`src/rtl/dpam_pkg.sv`:
```
// Functional notes
// Device writes only under select, write, byte overlap
// Address changes only while write strobe high
// Array or flag space selected, stable through write
// Device data pins stay off during write
// Flag read drives all sixteen data lines
// Free flag reads all ones on both ports
// Earlier flag request wins outside contention window
// Master grants first valid port, flags other
// Near-simultaneous arrivals still flag exactly one port
// Collision flag drops on mismatch or deselect
// Write blocked while collision flag is low
// Hold write strobe after collision flag rises
// Stretch write pulse when output enable low
// Written data reaches far port within delay
// Left write at FFF raises right mailbox
// Right read at FFF clears right mailbox
// Right write at FFE raises left mailbox
// Left read at FFE clears left mailbox
// Mailbox access ignored under own collision flag
// Mailbox flags put in known state after power-up
// Eight flags on low address bits, bit 0 written
// Zero claims free flag; one hands over
// Both collision flags never low together
package dpam_pkg;

   // Pin widths
   localparam int ADDR_W = 12;
   localparam int DATA_W = 16;

   // Mailbox locations
   localparam logic [11:0] MBOX_LEFT_ADDR  = 12'hffe;
   localparam logic [11:0] MBOX_RIGHT_ADDR = 12'hfff;

   // Clock rate and pin timing, times in ns
   localparam int CLK_MHZ    = 40;
   localparam int T_WP_NS    = 50;
   localparam int T_WZ_NS    = 30;
   localparam int T_DW_NS    = 40;
   localparam int T_WH_NS    = 25;
   localparam int T_AA_NS    = 70;
   localparam int T_PULSE_NS = (T_WP_NS > T_WZ_NS + T_DW_NS) ? T_WP_NS : T_WZ_NS + T_DW_NS;

   // Least times round up to whole cycles
   localparam int TIMER_W = 4;
   localparam logic [TIMER_W-1:0] PULSE_CYC = TIMER_W'((T_PULSE_NS * CLK_MHZ + 999) / 1000);
   localparam logic [TIMER_W-1:0] WH_CYC    = TIMER_W'((T_WH_NS * CLK_MHZ + 999) / 1000);
   localparam logic [TIMER_W-1:0] READ_CYC  = TIMER_W'((T_AA_NS * CLK_MHZ + 999) / 1000);

   // User commands
   typedef enum logic [2:0] {
      CMD_READ,
      CMD_WRITE,
      CMD_SEM_READ,
      CMD_SEM_WRITE,
      CMD_MAIL_SEND,
      CMD_MAIL_TAKE
   } dpam_cmd_t;

   // Controller states
   typedef enum logic [2:0] {
      ST_INIT,
      ST_IDLE,
      ST_SETUP,
      ST_PULSE,
      ST_HOLD,
      ST_READ
   } dpam_state_t;

   // Whole controller state
   typedef struct packed {
      dpam_state_t       st;
      logic [11:0]       addr;
      logic [15:0]       dout;
      logic              data_oe_n;
      logic              cs_n;
      logic              rw_n;
      logic              oe_n;
      logic              ub_n;
      logic              lb_n;
      logic              sem_n;
      logic              blocked;
      logic              init_done;
      logic              rsp_valid;
      logic [15:0]       rsp_data;
   } dpam_ctrl_t;

   localparam dpam_ctrl_t CTRL_RESET = '{
      st: ST_INIT, addr: 12'h000, dout: 16'h0000, data_oe_n: 1'b1, cs_n: 1'b1,
      rw_n: 1'b1, oe_n: 1'b1, ub_n: 1'b1, lb_n: 1'b1, sem_n: 1'b1, blocked: 1'b0,
      init_done: 1'b0, rsp_valid: 1'b0, rsp_data: 16'h0000};

   // Timer state
   typedef struct packed {
      logic [TIMER_W-1:0] count;
   } dpam_timer_t;

   localparam dpam_timer_t TIMER_RESET = '{count: 4'h0};

endpackage

```
`src/rtl/dpam_timer.sv`:
```
`timescale 1ns/1ps
module dpam_timer
   import dpam_pkg::*;
(
   // Clock and reset
   input  wire logic                       clk,
   input  wire logic                       resetn,
   input  wire logic                       ce,
   // Load and status
   input  wire logic                       load,
   input  wire logic [dpam_pkg::TIMER_W-1:0] load_val,
   output logic                            expired
);
   import dpam_pkg::*;

   dpam_timer_t s;
   dpam_timer_t next_s;

   // Down count, loads take priority
   always_comb
   begin
      next_s = s;
      if (load)
      begin
         next_s.count = load_val;
      end
      else if (s.count != 4'h0)
      begin
         next_s.count = s.count - 4'h1;
      end
   end

   // State register, frozen while ce low
   always_ff @(posedge clk or negedge resetn)
   begin
      if (!resetn)
      begin
         s <= TIMER_RESET;
      end
      else if (ce)
      begin
         s <= next_s;
      end
   end

   assign expired = (s.count == 4'h0);

endmodule // dpam_timer

```
`src/rtl/dpam_port_ctrl.sv`:
```
`timescale 1ns/1ps
module dpam_port_ctrl
   import dpam_pkg::*;
#(
   parameter bit PORT_IS_LEFT = 1'b1
)
(
   // Clock, reset, enable
   input  wire logic                     clk,
   input  wire logic                     resetn,
   input  wire logic                     ce,
   // User request
   input  wire logic                     req_valid,
   output logic                          req_ready,
   input  wire dpam_pkg::dpam_cmd_t      req_cmd,
   input  wire logic [dpam_pkg::ADDR_W-1:0] req_addr,
   input  wire logic [dpam_pkg::DATA_W-1:0] req_data,
   input  wire logic [1:0]               req_be,
   // User answer and status
   output logic                          rsp_valid,
   output logic [dpam_pkg::DATA_W-1:0]   rsp_data,
   output logic                          mail_pending,
   output logic                          collision_seen,
   // Memory port pins
   output logic [dpam_pkg::ADDR_W-1:0]   addr,
   output logic [dpam_pkg::DATA_W-1:0]   data_out,
   input  wire logic [dpam_pkg::DATA_W-1:0] data_in,
   output logic                          data_oe_n,
   output logic                          chip_select_n,
   output logic                          read_write_n,
   output logic                          output_enable_n,
   output logic                          upper_byte_enable_n,
   output logic                          lower_byte_enable_n,
   output logic                          flag_space_select_n,
   input  wire logic                     collision_flag_n,
   input  wire logic                     mailbox_irq_n
);
   import dpam_pkg::*;

   // Own mailbox is cleared by a read, peer mailbox raised by a write
   localparam logic [11:0] OWN_MBOX  = PORT_IS_LEFT ? MBOX_LEFT_ADDR : MBOX_RIGHT_ADDR;
   localparam logic [11:0] PEER_MBOX = PORT_IS_LEFT ? MBOX_RIGHT_ADDR : MBOX_LEFT_ADDR;

   dpam_ctrl_t         s;
   dpam_ctrl_t         next_s;
   logic               t_load;
   logic [TIMER_W-1:0] t_val;
   logic               t_expired;

   dpam_timer u_timer (
      .clk      (clk),
      .resetn   (resetn),
      .ce       (ce),
      .load     (t_load),
      .load_val (t_val),
      .expired  (t_expired)
   );

   // Requests only taken between accesses, after the start-up clear
   assign req_ready = ce && s.init_done && (s.st == ST_IDLE);

   // Next-state logic for the whole port sequence
   always_comb
   begin
      next_s           = s;
      next_s.rsp_valid = 1'b0;
      t_load           = 1'b0;
      t_val            = READ_CYC;
      case (s.st)
         ST_INIT:
         begin
            // Own mailbox read puts our flag high after power-up
            next_s.addr = OWN_MBOX;
            next_s.cs_n = 1'b0;
            next_s.oe_n = 1'b0;
            next_s.ub_n = 1'b0;
            next_s.lb_n = 1'b0;
            next_s.st   = ST_READ;
            t_load      = 1'b1;
         end
         ST_IDLE:
         begin
            if (req_valid && req_ready)
            begin
               // Address moves only here and in ST_INIT, with strobe and select high
               next_s.addr  = req_addr;
               next_s.ub_n  = ~req_be[1];
               next_s.lb_n  = ~req_be[0];
               next_s.cs_n  = 1'b0;
               next_s.sem_n = 1'b1;
               next_s.dout  = req_data;
               case (req_cmd)
                  CMD_SEM_READ, CMD_SEM_WRITE:
                  begin
                     // Flag space: select high, flag select low, A2..A0 only
                     next_s.addr  = {9'h000, req_addr[2:0]};
                     next_s.cs_n  = 1'b1;
                     next_s.sem_n = 1'b0;
                     next_s.ub_n  = 1'b1;
                     next_s.lb_n  = 1'b1;
                     next_s.dout  = {15'h0000, req_data[0]};
                  end
                  CMD_MAIL_SEND:
                  begin
                     next_s.addr = PEER_MBOX;
                  end
                  CMD_MAIL_TAKE:
                  begin
                     next_s.addr = OWN_MBOX;
                  end
                  default:
                  begin
                  end
               endcase
               if (req_cmd == CMD_WRITE || req_cmd == CMD_SEM_WRITE ||
                   req_cmd == CMD_MAIL_SEND)
               begin
                  next_s.st = ST_SETUP;
               end
               else
               begin
                  next_s.oe_n = 1'b0;
                  next_s.st   = ST_READ;
                  t_load      = 1'b1;
               end
            end
         end
         ST_SETUP:
         begin
            // Output enable stays high, so the drivers are already off
            next_s.rw_n      = 1'b0;
            next_s.data_oe_n = 1'b0;
            next_s.st        = ST_PULSE;
            t_load           = 1'b1;
            t_val            = PULSE_CYC;
         end
         ST_PULSE:
         begin
            if (!collision_flag_n)
            begin
               next_s.blocked = 1'b1;
            end
            else if (s.blocked)
            begin
               // Deferred write needs a hold after the flag rises
               next_s.blocked = 1'b0;
               next_s.st      = ST_HOLD;
               t_load         = 1'b1;
               t_val          = WH_CYC;
            end
            else if (t_expired)
            begin
               next_s.rw_n      = 1'b1;
               next_s.data_oe_n = 1'b1;
               next_s.cs_n      = 1'b1;
               next_s.sem_n     = 1'b1;
               next_s.ub_n      = 1'b1;
               next_s.lb_n      = 1'b1;
               next_s.rsp_valid = 1'b1;
               next_s.st        = ST_IDLE;
            end
         end
         ST_HOLD:
         begin
            if (!collision_flag_n)
            begin
               next_s.blocked = 1'b1;
               next_s.st      = ST_PULSE;
            end
            else if (t_expired)
            begin
               next_s.rw_n      = 1'b1;
               next_s.data_oe_n = 1'b1;
               next_s.cs_n      = 1'b1;
               next_s.sem_n     = 1'b1;
               next_s.ub_n      = 1'b1;
               next_s.lb_n      = 1'b1;
               next_s.rsp_valid = 1'b1;
               next_s.st        = ST_IDLE;
            end
         end
         ST_READ:
         begin
            if (t_expired)
            begin
               // Flag reads show the value on all lines
               next_s.rsp_data  = data_in;
               next_s.rsp_valid = s.init_done;
               next_s.init_done = 1'b1;
               next_s.cs_n      = 1'b1;
               next_s.oe_n      = 1'b1;
               next_s.sem_n     = 1'b1;
               next_s.ub_n      = 1'b1;
               next_s.lb_n      = 1'b1;
               next_s.st        = ST_IDLE;
            end
         end
         default:
         begin
            next_s = CTRL_RESET;
         end
      endcase
   end

   // State register, frozen while ce low
   always_ff @(posedge clk or negedge resetn)
   begin
      if (!resetn)
      begin
         s <= CTRL_RESET;
      end
      else if (ce)
      begin
         s <= next_s;
      end
   end

   // Pins and user outputs straight from flip-flops, except mail_pending and req_ready
   assign addr                = s.addr;
   assign data_out            = s.dout;
   assign data_oe_n           = s.data_oe_n;
   assign chip_select_n       = s.cs_n;
   assign read_write_n        = s.rw_n;
   assign output_enable_n     = s.oe_n;
   assign upper_byte_enable_n = s.ub_n;
   assign lower_byte_enable_n = s.lb_n;
   assign flag_space_select_n = s.sem_n;
   assign rsp_valid           = s.rsp_valid;
   assign rsp_data            = s.rsp_data;
   assign collision_seen      = s.blocked;
   // Inputs are synchronous, so the flag is passed as a level
   assign mail_pending        = ~mailbox_irq_n;

   // Address moves only with the strobe high
   addr_stable_a: assert property (@(posedge clk) disable iff (!resetn)
      $changed(addr) |-> read_write_n && $past(read_write_n))
      else $error("address changed during write strobe");

   // Array and flag space never selected together
   sel_exclusive_a: assert property (@(posedge clk) disable iff (!resetn)
      !flag_space_select_n |-> chip_select_n)
      else $error("flag space and array selected together");

   // Selects steady through the whole write
   sel_hold_a: assert property (@(posedge clk) disable iff (!resetn)
      (!read_write_n && $past(!read_write_n)) |->
      $stable(chip_select_n) && $stable(flag_space_select_n) && $stable(addr))
      else $error("select moved during write");

   // Collision keeps the strobe low
   busy_block_a: assert property (@(posedge clk) disable iff (!resetn || !ce)
      (!read_write_n && !collision_flag_n) |=> !read_write_n)
      else $error("write ended while collision flag low");

   // Strobe held past the collision release
   hold_after_a: assert property (@(posedge clk) disable iff (!resetn || !ce)
      ($rose(collision_flag_n) && !read_write_n) |=> !read_write_n ##1 !read_write_n)
      else $error("write not held after collision release");

   // Write pulse long enough for the stretched width
   pulse_width_a: assert property (@(posedge clk) disable iff (!resetn)
      $rose(read_write_n) |-> !$past(read_write_n, 3) && !$past(read_write_n, 2))
      else $error("write pulse too short");

   // Data driven only inside the write strobe, outputs off
   data_drive_a: assert property (@(posedge clk) disable iff (!resetn)
      !data_oe_n |-> !read_write_n && output_enable_n)
      else $error("data driven outside write strobe");

   // First access after reset clears the own mailbox
   init_clear_a: assert property (@(posedge clk) disable iff (!resetn)
      (!chip_select_n && s.st == ST_READ && !s.init_done) |->
      addr == OWN_MBOX && !output_enable_n && read_write_n)
      else $error("start-up mailbox clear malformed");

   // Flag writes carry only bit 0
   sem_bit0_a: assert property (@(posedge clk) disable iff (!resetn)
      (!flag_space_select_n && !data_oe_n) |-> data_out[15:1] == 15'h0000 &&
      addr[11:3] == 9'h000)
      else $error("flag write with stray bits");

endmodule // dpam_port_ctrl

```
`config.mk`:
```
export PLATFORM = sky130hd
export DESIGN_NAME = dpam_port_ctrl
export DESIGN_NICKNAME = d
export VERILOG_FILES = /design/src/rtl/dpam_pkg.sv /design/src/rtl/dpam_timer.sv /design/src/rtl/dpam_port_ctrl.sv
export SDC_FILE = /design/constraint.sdc
export NUM_CORES = 1
export LEC_CHECK = 0
export ABC_AREA = 1
export BUFFER_PORTS_ARGS = -buffer_cell sky130_fd_sc_hd__buf_2
export CAP_MARGIN = 20
export CORE_ASPECT_RATIO = 0.6
export CORE_UTILIZATION = 51
export DETAILED_ROUTE_END_ITERATION = 8
export GPL_ROUTABILITY_DRIVEN = 0
export PLACE_DENSITY = 0.8
export SYNTH_ARGS = -nofsm -noshare
export SYNTH_HDL_FRONTEND = slang
export SYNTH_SLANG_ARGS = --single-unit
```
`constraint.sdc`:
```
create_clock -name clk -period 1.83 [get_ports clk]
set_clock_uncertainty 0.05 [all_clocks]
set_input_delay 0.0915 -clock clk [delete_from_list [all_inputs] [get_ports clk]]
set_output_delay 0.0915 -clock clk [all_outputs]
set_load 0.05 [all_outputs]
```
== Word-level counts from Yosys, hierarchy flattened ==
Index checks and enable logic that the tools add are counted.

* Logic and storage cells: 124
* Input port bits: 55
* Register bits after elaboration: 61
* Output and inout port bits: 55

* Bitwise logic cells: 11
* Eq/ne operators: 17
* Mux-type cells: 53
* Reductions and logical operators: 27
* $add $sub $neg: 1

{| class="wikitable"
|+ Operators with widths
! operator !! count
|-
| one-hot mux 12 bit (3 select lines) || 2
|-
| one-hot mux 16 bit (2 select lines) || 2
|-
| two-way mux 3 bit || 14
|-
| two-way mux 31 bit || 1
|-
| two-way mux 4 bit || 5
|-
| two-way mux 18 bit || 1
|-
| one-hot mux 3 bit (6 select lines) || 1
|-
| two-way mux 16 bit || 1
|-
| AND reduction 3 bit || 5
|-
| two-way mux 1 bit || 14
|-
| AND reduction 7 bit || 2
|-
| == test 3 x 2 -> 1 bit (second input constant) || 4
|-
| == test 3 bit (second input constant) || 4
|-
| != test 2 bit (second input constant) || 6
|-
| one-hot mux 1 bit (4 select lines) || 3
|-
| one-hot mux 2 bit (6 select lines) || 1
|-
| NOT 1 bit || 11
|-
| AND reduction 5 bit || 2
|-
| OR reduction 5 bit || 2
|-
| one-hot mux 1 bit (3 select lines) || 3
|-
| OR reduction 4 bit || 2
|-
| == test 3 x 1 -> 1 bit (second input constant) || 2
|-
| one-hot mux 1 bit (6 select lines) || 1
|-
| OR reduction 3 bit || 2
|-
| other kinds (13) || 18
|}

== Longest topological paths before layout ==
Gate-level depths: netlist of run 1.

* Depth in word-level cells: 8
* Gate-level depth with buffers: 12
* Gate-level depth less buffers: 10

== Modules after synthesis ==
From an unflattened synthesis of run 1, not the netlist that was laid out.

* Cells, all modules: 464
* Area, all modules: 3774.9 um^2

{| class="wikitable"
|+ Modules (own cells, without submodules)
! module !! seq. area each (um^2) !! area an instance (um^2) !! cells each !! instances
|-
| dpam_port_ctrl || 1408.9 || 3505.9 || 423 || 1
|-
| dpam_timer || 100.1 || 269.0 || 41 || 1
|}

== Least setup slack after synthesis of run 1 ==
Ideal clock, no wire load.

* Path type: reg-to-reg
* Start: reg s[56] (netlist bit)
* End: reg u_timer.s[0] (netlist bit)
* Data required time: 1654 ps
* Stages on the path, launching flop included: 9
* Period minus slack after synthesis: 2100 ps
* Data arrival time: 1923 ps
* Setup slack: -270 ps
* Cells stage by stage: dfrtp_1 -> inv_2 -> nand3_4 -> nor2_1 -> nand3_1 -> nand3_1 -> nand2_1 -> nand2_1 -> o21ai_0

* Longest elaborated chain between the ends: 7

{| class="wikitable"
|+ RTL lines
! element !! line !! source
|-
| start, declared || dpam_port_ctrl.sv:44 || <nowiki>dpam_ctrl_t s;</nowiki>
|-
| start signal, assigned || dpam_port_ctrl.sv:214 || <nowiki>s <= next_s;</nowiki>
|-
| == test 3 x 1 -> 1 bit * || dpam_port_ctrl.sv:60 || <nowiki>assign req_ready = ce && s.init_done && (s.st == ST_IDLE);</nowiki>
|-
| logical AND 1 bit * || dpam_port_ctrl.sv:60 ||
|-
| named net req_ready || dpam_port_ctrl.sv:14 || <nowiki>output logic req_ready,</nowiki>
|-
| logical AND 1 bit * || dpam_port_ctrl.sv:83 || <nowiki>if (req_valid && req_ready)</nowiki>
|-
| two-way mux 1 bit * || dpam_port_ctrl.sv:83 ||
|-
| one-hot mux 1 bit (3 select lines) * || dpam_port_ctrl.sv:69 || <nowiki>case (s.st)</nowiki>
|-
| nonzero test 2 bit (no line) || n/a ||
|-
| AND reduction 2 bit (no line) || n/a ||
|-
| end signal, assigned || dpam_timer.sv:42 || <nowiki>s <= next_s;</nowiki>
|-
| end, declared || dpam_timer.sv:16 || <nowiki>dpam_timer_t s;</nowiki>
|}

The timed path passes the listed nets; every way through them passes the cells marked *.
A chain may end at the register's enable or synchronous reset.

== Worst setup path after layout of run 1 ==
* Start: reg s[55] (netlist bit)
* End: reg s (netlist bit addr[9])

* Longest elaborated chain between the ends: 5

{| class="wikitable"
|+ RTL lines
! element !! line
|-
| == test 3 x 1 -> 1 bit || dpam_port_ctrl.sv:60, dpam_port_ctrl.sv:69
|-
| logical AND 1 bit || dpam_port_ctrl.sv:60
|-
| logical AND 1 bit || dpam_port_ctrl.sv:83
|-
| != test 2 x 1 -> 1 bit (no line) || n/a
|-
| AND reduction 3 bit (no line) || n/a
|}

Parallel ways exist; a longest one is shown, timed or not.

==> run_summary.xml, run 1 <==
<?xml version="1.0" encoding="UTF-8"?>
<metrics>
  <group name="synthesis">
    <metric name="syn_avg_cell_area" unit="µm²">8.22</metric>
    <metric name="yosysSeqAreaShare" unit="%">44.4</metric>
    <metric name="mappedNetlistArea" unit="µm²">3400</metric>
    <metric name="syn_nets" unit="">472</metric>
    <metric name="yosys_top_cell_area_share" unit="%">39.8</metric>
    <metric name="async_reset_ff_share" unit="%">100</metric>
    <metric name="synth_edf_count" unit="">0</metric>
    <metric name="ys_dominant_reg_cell" unit="">dfrtp_1</metric>
    <metric name="yosys.area.top_type" unit="">dfrtp_1</metric>
    <metric name="synthDistinctLibCells" unit="">31</metric>
    <metric name="synth_seq_cells" unit="">60</metric>
    <metric name="syn-instance-count" unit="">413</metric>
    <metric name="synth.top_cells.by_area" unit="">dfrtp_1 40%, nand2_1 13%, buf_4 11%, dfstp_2 4.6%, nor2_1 4.2%</metric>
    <metric name="synth_warnings" unit="">0</metric>
  </group>
  <group name="worst_setup_path">
    <metric name="critPathKind" unit="">reg2reg</metric>
    <metric name="crit_required" unit="ps">2030</metric>
    <metric name="timing.critical_path.to" unit="">addr[9]</metric>
    <metric name="reg2reg_from" unit="">s[55]</metric>
    <metric name="critPathMaxFanout" unit="">16</metric>
    <metric name="critPathCaptureType" unit="">flip-flop</metric>
    <metric name="regToRegEndpoint" unit="">addr[9]</metric>
    <metric name="r2r_setup_slack" unit="ps">90</metric>
    <metric name="crit_arrival" unit="ps">1950</metric>
    <metric name="timing.critical_path.from" unit="">s[55]</metric>
    <metric name="timing.reg2reg.worst_path_depth" unit="">8</metric>
    <metric name="setup.worst_path.start_class" unit="">flip-flop</metric>
  </group>
  <group name="timing">
    <metric name="timing_max_transition_violations_final" unit="">0</metric>
    <metric name="slew_headroom" unit="%">62.4</metric>
    <metric name="min_period_over_period" unit="%">95.3</metric>
    <metric name="setup-violations-final" unit="">0</metric>
    <metric name="timing_worst_slew_pin_value" unit="ps">564</metric>
    <metric name="timing_hold_violations_final" unit="">0</metric>
    <metric name="fin_tns_setup" unit="ps">0</metric>
    <metric name="rsz0062_at_grt" unit="">false</metric>
    <metric name="top_achievable_clock_speed" unit="MHz">573</metric>
    <metric name="finalCriticalPeriod" unit="ps">1740</metric>
    <metric name="fin_ws" unit="ps">86.2</metric>
  </group>
  <group name="pwr">
    <metric name="vdd.ir_drop.worst" unit="mV">1.02</metric>
    <metric name="p_leak" unit="µW">0.00227</metric>
    <metric name="powerDensity" unit="nW/µm²">1790</metric>
  </group>
  <group name="floorplan">
    <metric name="floorplan.die_area" unit="µm²">7000</metric>
    <metric name="placeableCoreArea" unit="µm²">6280</metric>
    <metric name="ios" unit="">110</metric>
    <metric name="die_height" unit="µm">65.2</metric>
    <metric name="fp.dieW" unit="µm">107</metric>
    <metric name="initial_utilization" unit="%">54.1</metric>
    <metric name="fp-row-count" unit="">22</metric>
  </group>
  <group name="route">
    <metric name="vias" unit="">3012</metric>
    <metric name="drt-vias-per-instance" unit="">4.97</metric>
    <metric name="route.detailed.drc" unit="">0</metric>
    <metric name="length_of_routed_met3_wiring" unit="µm">707</metric>
    <metric name="wl_per_cell" unit="µm">13.7</metric>
    <metric name="detail-route-antenna-nets" unit="">0</metric>
    <metric name="detail_route.first_pass.iterations" unit="">4</metric>
    <metric name="routed_wirelength" unit="mm">8.30</metric>
    <metric name="met2_length" unit="mm">3.58</metric>
    <metric name="met1_length" unit="mm">3.96</metric>
    <metric name="dr_iter_0_viols" unit="">188</metric>
    <metric name="topRoutingLayerUsed" unit="">met4</metric>
  </group>
  <group name="clock_network">
    <metric name="clock_tree.buffer_depth" unit="">2</metric>
    <metric name="inserted_clock_buffers" unit="">9</metric>
    <metric name="ctsRootBufferMaster" unit="">clkbuf_8</metric>
    <metric name="clk_transition_reported_paths" unit="ps">70</metric>
    <metric name="cts.repair_timing.setup_buffer_count" unit="">0</metric>
    <metric name="insertion_delay" unit="ps">330</metric>
    <metric name="tritoncts" unit="">built</metric>
    <metric name="clkSinkCount" unit="">60</metric>
    <metric name="cts_max_level" unit="">3</metric>
  </group>
  <group name="placed_design">
    <metric name="preCtsSetupSlack" unit="ps">105</metric>
    <metric name="post-place-cells" unit="">558</metric>
    <metric name="placement.cell_area" unit="µm²">3690</metric>
    <metric name="dp.final_hpwl" unit="mm">5.73</metric>
    <metric name="i_o_buffers" unit="">109</metric>
  </group>
  <group name="global_route">
    <metric name="global_route.usage.total" unit="%">24.6</metric>
    <metric name="grt_start_max_net_pins" unit="">33</metric>
    <metric name="global_route.overflow_total" unit="">0</metric>
    <metric name="antenna_found_initial" unit="">0</metric>
    <metric name="first_pass_grt_wire_length" unit="mm">13.2</metric>
    <metric name="grt_pass1_vias" unit="">2788</metric>
  </group>
  <group name="finish">
    <metric name="areaGrowthSynthToFinish" unit="%">24.0</metric>
    <metric name="most-common-layout-cells" unit="">117 x nand2_1, 109 x buf_2, 52 x dfrtp_1</metric>
    <metric name="nNetsFinal" unit="">577</metric>
    <metric name="final_cell_area" unit="µm²">4210</metric>
    <metric name="drive_gt1_share" unit="%">32.0</metric>
    <metric name="postLayoutCoreUtil" unit="%">67.1</metric>
    <metric name="diodes" unit="">0</metric>
    <metric name="final_cells" unit="">606</metric>
    <metric name="mostFrequentLayoutCell" unit="">nand2_1</metric>
  </group>
  <group name="worst_hold_path">
    <metric name="hold_path_class" unit="">in2reg</metric>
    <metric name="whs_path_depth" unit="">5</metric>
  </group>
  <group name="outcome">
    <metric name="run_status" unit="">finished clean</metric>
  </group>
  <group name="job">
    <metric name="max_cap_violations" unit="">0</metric>
  </group>
</metrics>
[logic make-up (layout without fill, tap and decap cells)]
family / count (synthesis) / in the layout / share of synthesized area (%)
flops: 60 / 60 / 44.4
compound gates: 65 / 65 / 11.8
buf+inv: 88 / 197 / 16.9
simple gates: 195 / 195 / 25.2
xor+xnor: 1 / 1 / 0.258
fa+ha+maj: 4 / 4 / 1.47
[synth_stat cells (4+ instances only)]
library cell / n
a22o_1: 16
dfstp_2: 6
nand2_1: 117
ha_1: 4
nand3_1: 16
a21oi_1: 8
nand4_1: 4
o21ai_0: 15
buf_6: 7
nor2_4: 4
o21ai_1: 24
buf_4: 49
nor2_1: 38
dfrtp_1: 54
nand2_2: 6
inv_1: 25
[layout make-up]
cell class / count / area (µm²)
multi-input combinational: 265 / 1320
timing repair buffer: 152 / 976
tap: 84 / 105
fill: 512 / 2070
clock inverter: 4 / 25.0
inverter: 30 / 121
sequential: 60 / 1510
clock buffer: 11 / 151
[worst min-delay path by stage]
stage                      startpoint           end  slack [ps]
after floorplan                resetn       addr[0]        -250
after global placement         resetn       addr[6]          50
after detailed placement       resetn      addr[10]          50
after CTS                          ce  u_timer.s[3]          30
after global routing               ce  u_timer.s[3]          50
final                     req_addr[3]       addr[3]          40
[registers in the layout (all words and copies together), names as in the netlist]
name / cells
data_oe_n: 1
lower_byte_enable_n: 1
rsp_valid: 1
s: 4
flag_space_select_n: 1
output_enable_n: 1
rsp_data: 16
u_timer.s: 4
chip_select_n: 1
addr: 12
upper_byte_enable_n: 1
collision_seen: 1
data_out: 16
[power breakdown]
group / internal [µW] / leakage (µW) / switching, µW
logic: 1170 / 0.00140 / 3140
registers: 1850 / 0.000786 / 322
clock network: 552 / 0.0000872 / 503
total: 3580 / 0.00227 / 3970
[per-layer routing]
layer | global-route usage (%) | vias up
met5 | 0 | -
met4 | 6.85 | 0
met3 | 7.44 | 5
met2 | 37.6 | 127
met1 | 34.0 | 1390
li1 | - | 1490
[through the flow]
step	power, µW	hold slack [ps]
floorplan	5920	-254
global placement	6270	53.2
detailed placement	6370	53.7
CTS	7500	25.1
global route	8040	54.5
finish	7540	36.0
[worst max-delay path, stage by stage (launching register included)]
cell     delay [ps]
dfrtp_1         470
nor2_2          190
nand2_1         150
o21ai_1         260
nor2_4          100
nand2_2         170
buf_12          160
nand2_1          50
o21ai_1          70
[what timing repair did]
item / 4_1_cts / 5_1_grt
endpoints found under the setup margin: 0 / 26
resized for setup: 0 / 4
hold endpoints to repair: 54 / 0
hold buffers: 33 / 0
Note: power is estimated with default switching activity, not from simulation.
==> run 2: changes to the inputs <==
- HOLD_SLACK_MARGIN: unset -> 0.06
- SETUP_SLACK_MARGIN: unset -> 0.4
==> run 2 against run 1 <==
Compared with the run above: register-to-register slack better by 110 ps; count of clock-buffer cells in the layout unchanged; sequential share of layout area down 5.4 points; global-route usage up 3.1 points; sequential cell count unchanged; sequential power up 2%; setup slack better by 110 ps; die area unchanged; largest power group unchanged.
==> run_summary.xml, run 2 (same netlist as run 1, synthesis figures left out) <==
<?xml version="1.0" encoding="UTF-8"?>
<metrics>
  <group name="finish">
    <metric name="areaGrowthSynthToFinish" unit="%">46.3</metric>
    <metric name="drive_gt1_share" unit="%">46.8</metric>
    <metric name="ff_latch_area" unit="µm²">1510</metric>
    <metric name="nNetsFinal" unit="">611</metric>
    <metric name="mostFrequentLayoutCell" unit="">buf_2</metric>
    <metric name="n_fill_cell" unit="">384</metric>
    <metric name="diodes" unit="">0</metric>
    <metric name="most-common-layout-cells" unit="">108 x buf_2, 86 x nand2_1, 50 x dfrtp_1</metric>
    <metric name="multiInputGateArea" unit="µm²">1650</metric>
    <metric name="postLayoutCoreUtil" unit="%">79.2</metric>
  </group>
  <group name="timing">
    <metric name="slew_headroom" unit="%">61.7</metric>
    <metric name="timing_hold_violations_final" unit="">0</metric>
    <metric name="fin_worst_hold_slack" unit="ps">95.6</metric>
    <metric name="finalCriticalPeriod" unit="ps">1640</metric>
    <metric name="timing_max_transition_violations_final" unit="">0</metric>
    <metric name="fin_tns_setup" unit="ps">0</metric>
    <metric name="setup-violations-final" unit="">0</metric>
    <metric name="rsz0062_at_grt" unit="">true</metric>
    <metric name="fin_ws" unit="ps">194</metric>
    <metric name="min_period_over_period" unit="%">89.4</metric>
    <metric name="timing_worst_slew_pin_value" unit="ps">574</metric>
    <metric name="top_achievable_clock_speed" unit="MHz">611</metric>
  </group>
  <group name="worst_hold_path">
    <metric name="hold_path_class" unit="">in2reg</metric>
    <metric name="min_to" unit="">upper_byte_enable_n</metric>
    <metric name="whs_path_depth" unit="">6</metric>
    <metric name="holdCritStartpoint" unit="">req_be[1]</metric>
  </group>
  <group name="outcome">
    <metric name="run_status" unit="">finished clean</metric>
  </group>
  <group name="route">
    <metric name="met1_length" unit="mm">4.20</metric>
    <metric name="topRoutingLayerUsed" unit="">met4</metric>
    <metric name="detail_route.first_pass.iterations" unit="">5</metric>
    <metric name="length_of_routed_met3_wiring" unit="µm">810</metric>
    <metric name="dr_iter_0_viols" unit="">271</metric>
    <metric name="wl_per_cell" unit="µm">15.6</metric>
    <metric name="met2_length" unit="mm">4.82</metric>
    <metric name="route.detailed.drc" unit="">0</metric>
    <metric name="routed_wirelength" unit="mm">10.0</metric>
    <metric name="drt-vias-per-instance" unit="">5.15</metric>
    <metric name="detail-route-antenna-nets" unit="">0</metric>
    <metric name="vias" unit="">3299</metric>
  </group>
  <group name="floorplan">
    <metric name="floorplan.die_area" unit="µm²">7000</metric>
    <metric name="placeableCoreArea" unit="µm²">6280</metric>
    <metric name="die_height" unit="µm">65.2</metric>
    <metric name="initial_utilization" unit="%">54.1</metric>
    <metric name="ios" unit="">110</metric>
    <metric name="fp-row-count" unit="">22</metric>
    <metric name="fp.dieW" unit="µm">107</metric>
  </group>
  <group name="global_route">
    <metric name="first_pass_grt_wire_length" unit="mm">14.6</metric>
    <metric name="grt_start_max_net_pins" unit="">61</metric>
    <metric name="antenna_found_initial" unit="">0</metric>
    <metric name="global_route.usage.total" unit="%">27.7</metric>
    <metric name="grt_pass1_vias" unit="">3064</metric>
    <metric name="global_route.overflow_total" unit="">0</metric>
  </group>
  <group name="clock_network">
    <metric name="ctsRootBufferMaster" unit="">clkbuf_8</metric>
    <metric name="insertion_delay" unit="ps">350</metric>
    <metric name="clock_tree.buffer_depth" unit="">2</metric>
    <metric name="tritoncts" unit="">built</metric>
    <metric name="clk_transition_reported_paths" unit="ps">70</metric>
    <metric name="inserted_clock_buffers" unit="">9</metric>
    <metric name="cts_max_level" unit="">3</metric>
    <metric name="clkSinkCount" unit="">60</metric>
  </group>
  <group name="worst_setup_path">
    <metric name="critPathMaxFanout" unit="">8</metric>
    <metric name="timing.reg2reg.worst_path_depth" unit="">9</metric>
    <metric name="critPathKind" unit="">reg2reg</metric>
    <metric name="regToRegEndpoint" unit="">s[55]</metric>
    <metric name="path_cells" unit="">buf_4, nand3_2, nand2_1, nand2_2, inv_2, nand3_1, nand3_1, nand2_1, o21ai_0</metric>
    <metric name="crit_required" unit="ps">2030</metric>
    <metric name="critical_path.max_stage_delay" unit="ps">510</metric>
    <metric name="setup.worst_path.start_class" unit="">flip-flop</metric>
    <metric name="r2r_setup_slack" unit="ps">190</metric>
    <metric name="reg2reg_from" unit="">s[54]</metric>
    <metric name="max_stage_delay_cell_worst_path" unit="">dfrtp_2</metric>
    <metric name="crit_arrival" unit="ps">1830</metric>
    <metric name="critPathCaptureType" unit="">flip-flop</metric>
  </group>
  <group name="placed_design">
    <metric name="preCtsSetupSlack" unit="ps">25.2</metric>
    <metric name="dp.final_hpwl" unit="mm">5.56</metric>
    <metric name="i_o_buffers" unit="">109</metric>
  </group>
  <group name="pwr">
    <metric name="switching_power" unit="µW">4660</metric>
    <metric name="powerDensity" unit="nW/µm²">1870</metric>
    <metric name="vdd.ir_drop.worst" unit="mV">1.19</metric>
    <metric name="clkPwrFrac" unit="%">14.7</metric>
    <metric name="seq_power_share" unit="%">23.7</metric>
    <metric name="p_comb_share" unit="%">61.6</metric>
    <metric name="internal_power" unit="µW">4630</metric>
    <metric name="swShare" unit="%">50.2</metric>
    <metric name="p_leak" unit="µW">0.00257</metric>
  </group>
  <group name="job">
    <metric name="max_cap_violations" unit="">0</metric>
  </group>
</metrics>
## run 2: changes by cell type in the layout (fill, tap and decap cells not counted), sizes merged
cell / before / now
buf: 119 / 148
clkinv: 3 / 4
clkinvlp: 2 / 1
dlygate4sd3: 33 / 36
clkbuf: 11 / 12
nor2: 44 / 45
inv: 29 / 27
bufinv: 0 / 2
## run 2: cell type report
class | instances | share of cell area (%)
clock buffers | 11 | 3.05
flip-flops and latches | 60 | 30.5
clock inverters | 4 | 1.46
inverters | 30 | 2.82
repair buffers | 185 | 27.0
well taps | 84 | 2.12
multi-input cells | 266 | 33.1
## run 2: power groups by stage
| stage | Sequential (µW) | Combinational [µW] | Clock [µW] |
|---|---|---|---|
| finish | 2210 | 5730 | 1360 |
| global route | 2260 | 6100 | 1450 |
| CTS | 2160 | 4740 | 1370 |
| detailed placement | 2180 | 4280 | 0 |
| global placement | 2170 | 4190 | 0 |
| floorplan | 2360 | 3650 | 0 |
## run 2: metrics by stage
step,std cells,power [µW],cell area [µm²]
floorplan,413,6010,3450
global placement,556,6360,3750
detailed placement,556,6460,3750
CTS,623,8270,4560
global route,640,9810,4970
finish,640,9300,4970
## run 2: critical path, delay by kind of cell (launching register included)
family | cells | cell delay, ps
AND/OR/NAND/NOR | 6 | 610
AO/OA/AOI/OAI | 1 | 100
buffers and inverters | 2 | 260
flip-flops | 1 | 510
## run 2: worst max-delay path by stage
stage | startpoint | to | slack [ps] | cells past startpoint
after floorplan | s[56] | u_timer.s[2] | 250 | 8
after global placement | s[55] | chip_select_n | 140 | 9
after detailed placement | s[55] | addr[1] | 30 | 8
after CTS | s[55] | req_ready | 270 | 5
after global routing | s[54] | s[55] | 120 | 9
final | s[54] | s[55] | 190 | 9
## run 2: what timing repair did
action / CTS / global route
buffers inserted: 16 / 15
cloned: 0 / 2
setup endpoints to repair: 59 / 60
gates resized for setup: 25 / 74
pin swaps: 7 / 20
endpoints found under the hold margin: 95 / 0
hold buffers: 36 / 0
## run 2: routing by layer
| layer | vias up | track usage [%] |
|---|---|---|
| met4 | 0 | 9.08 |
| met5 | - | 0 |
| li1 | 1571 | - |
| met3 | 21 | 9.03 |
| met2 | 160 | 45.2 |
| met1 | 1547 | 35.1 |
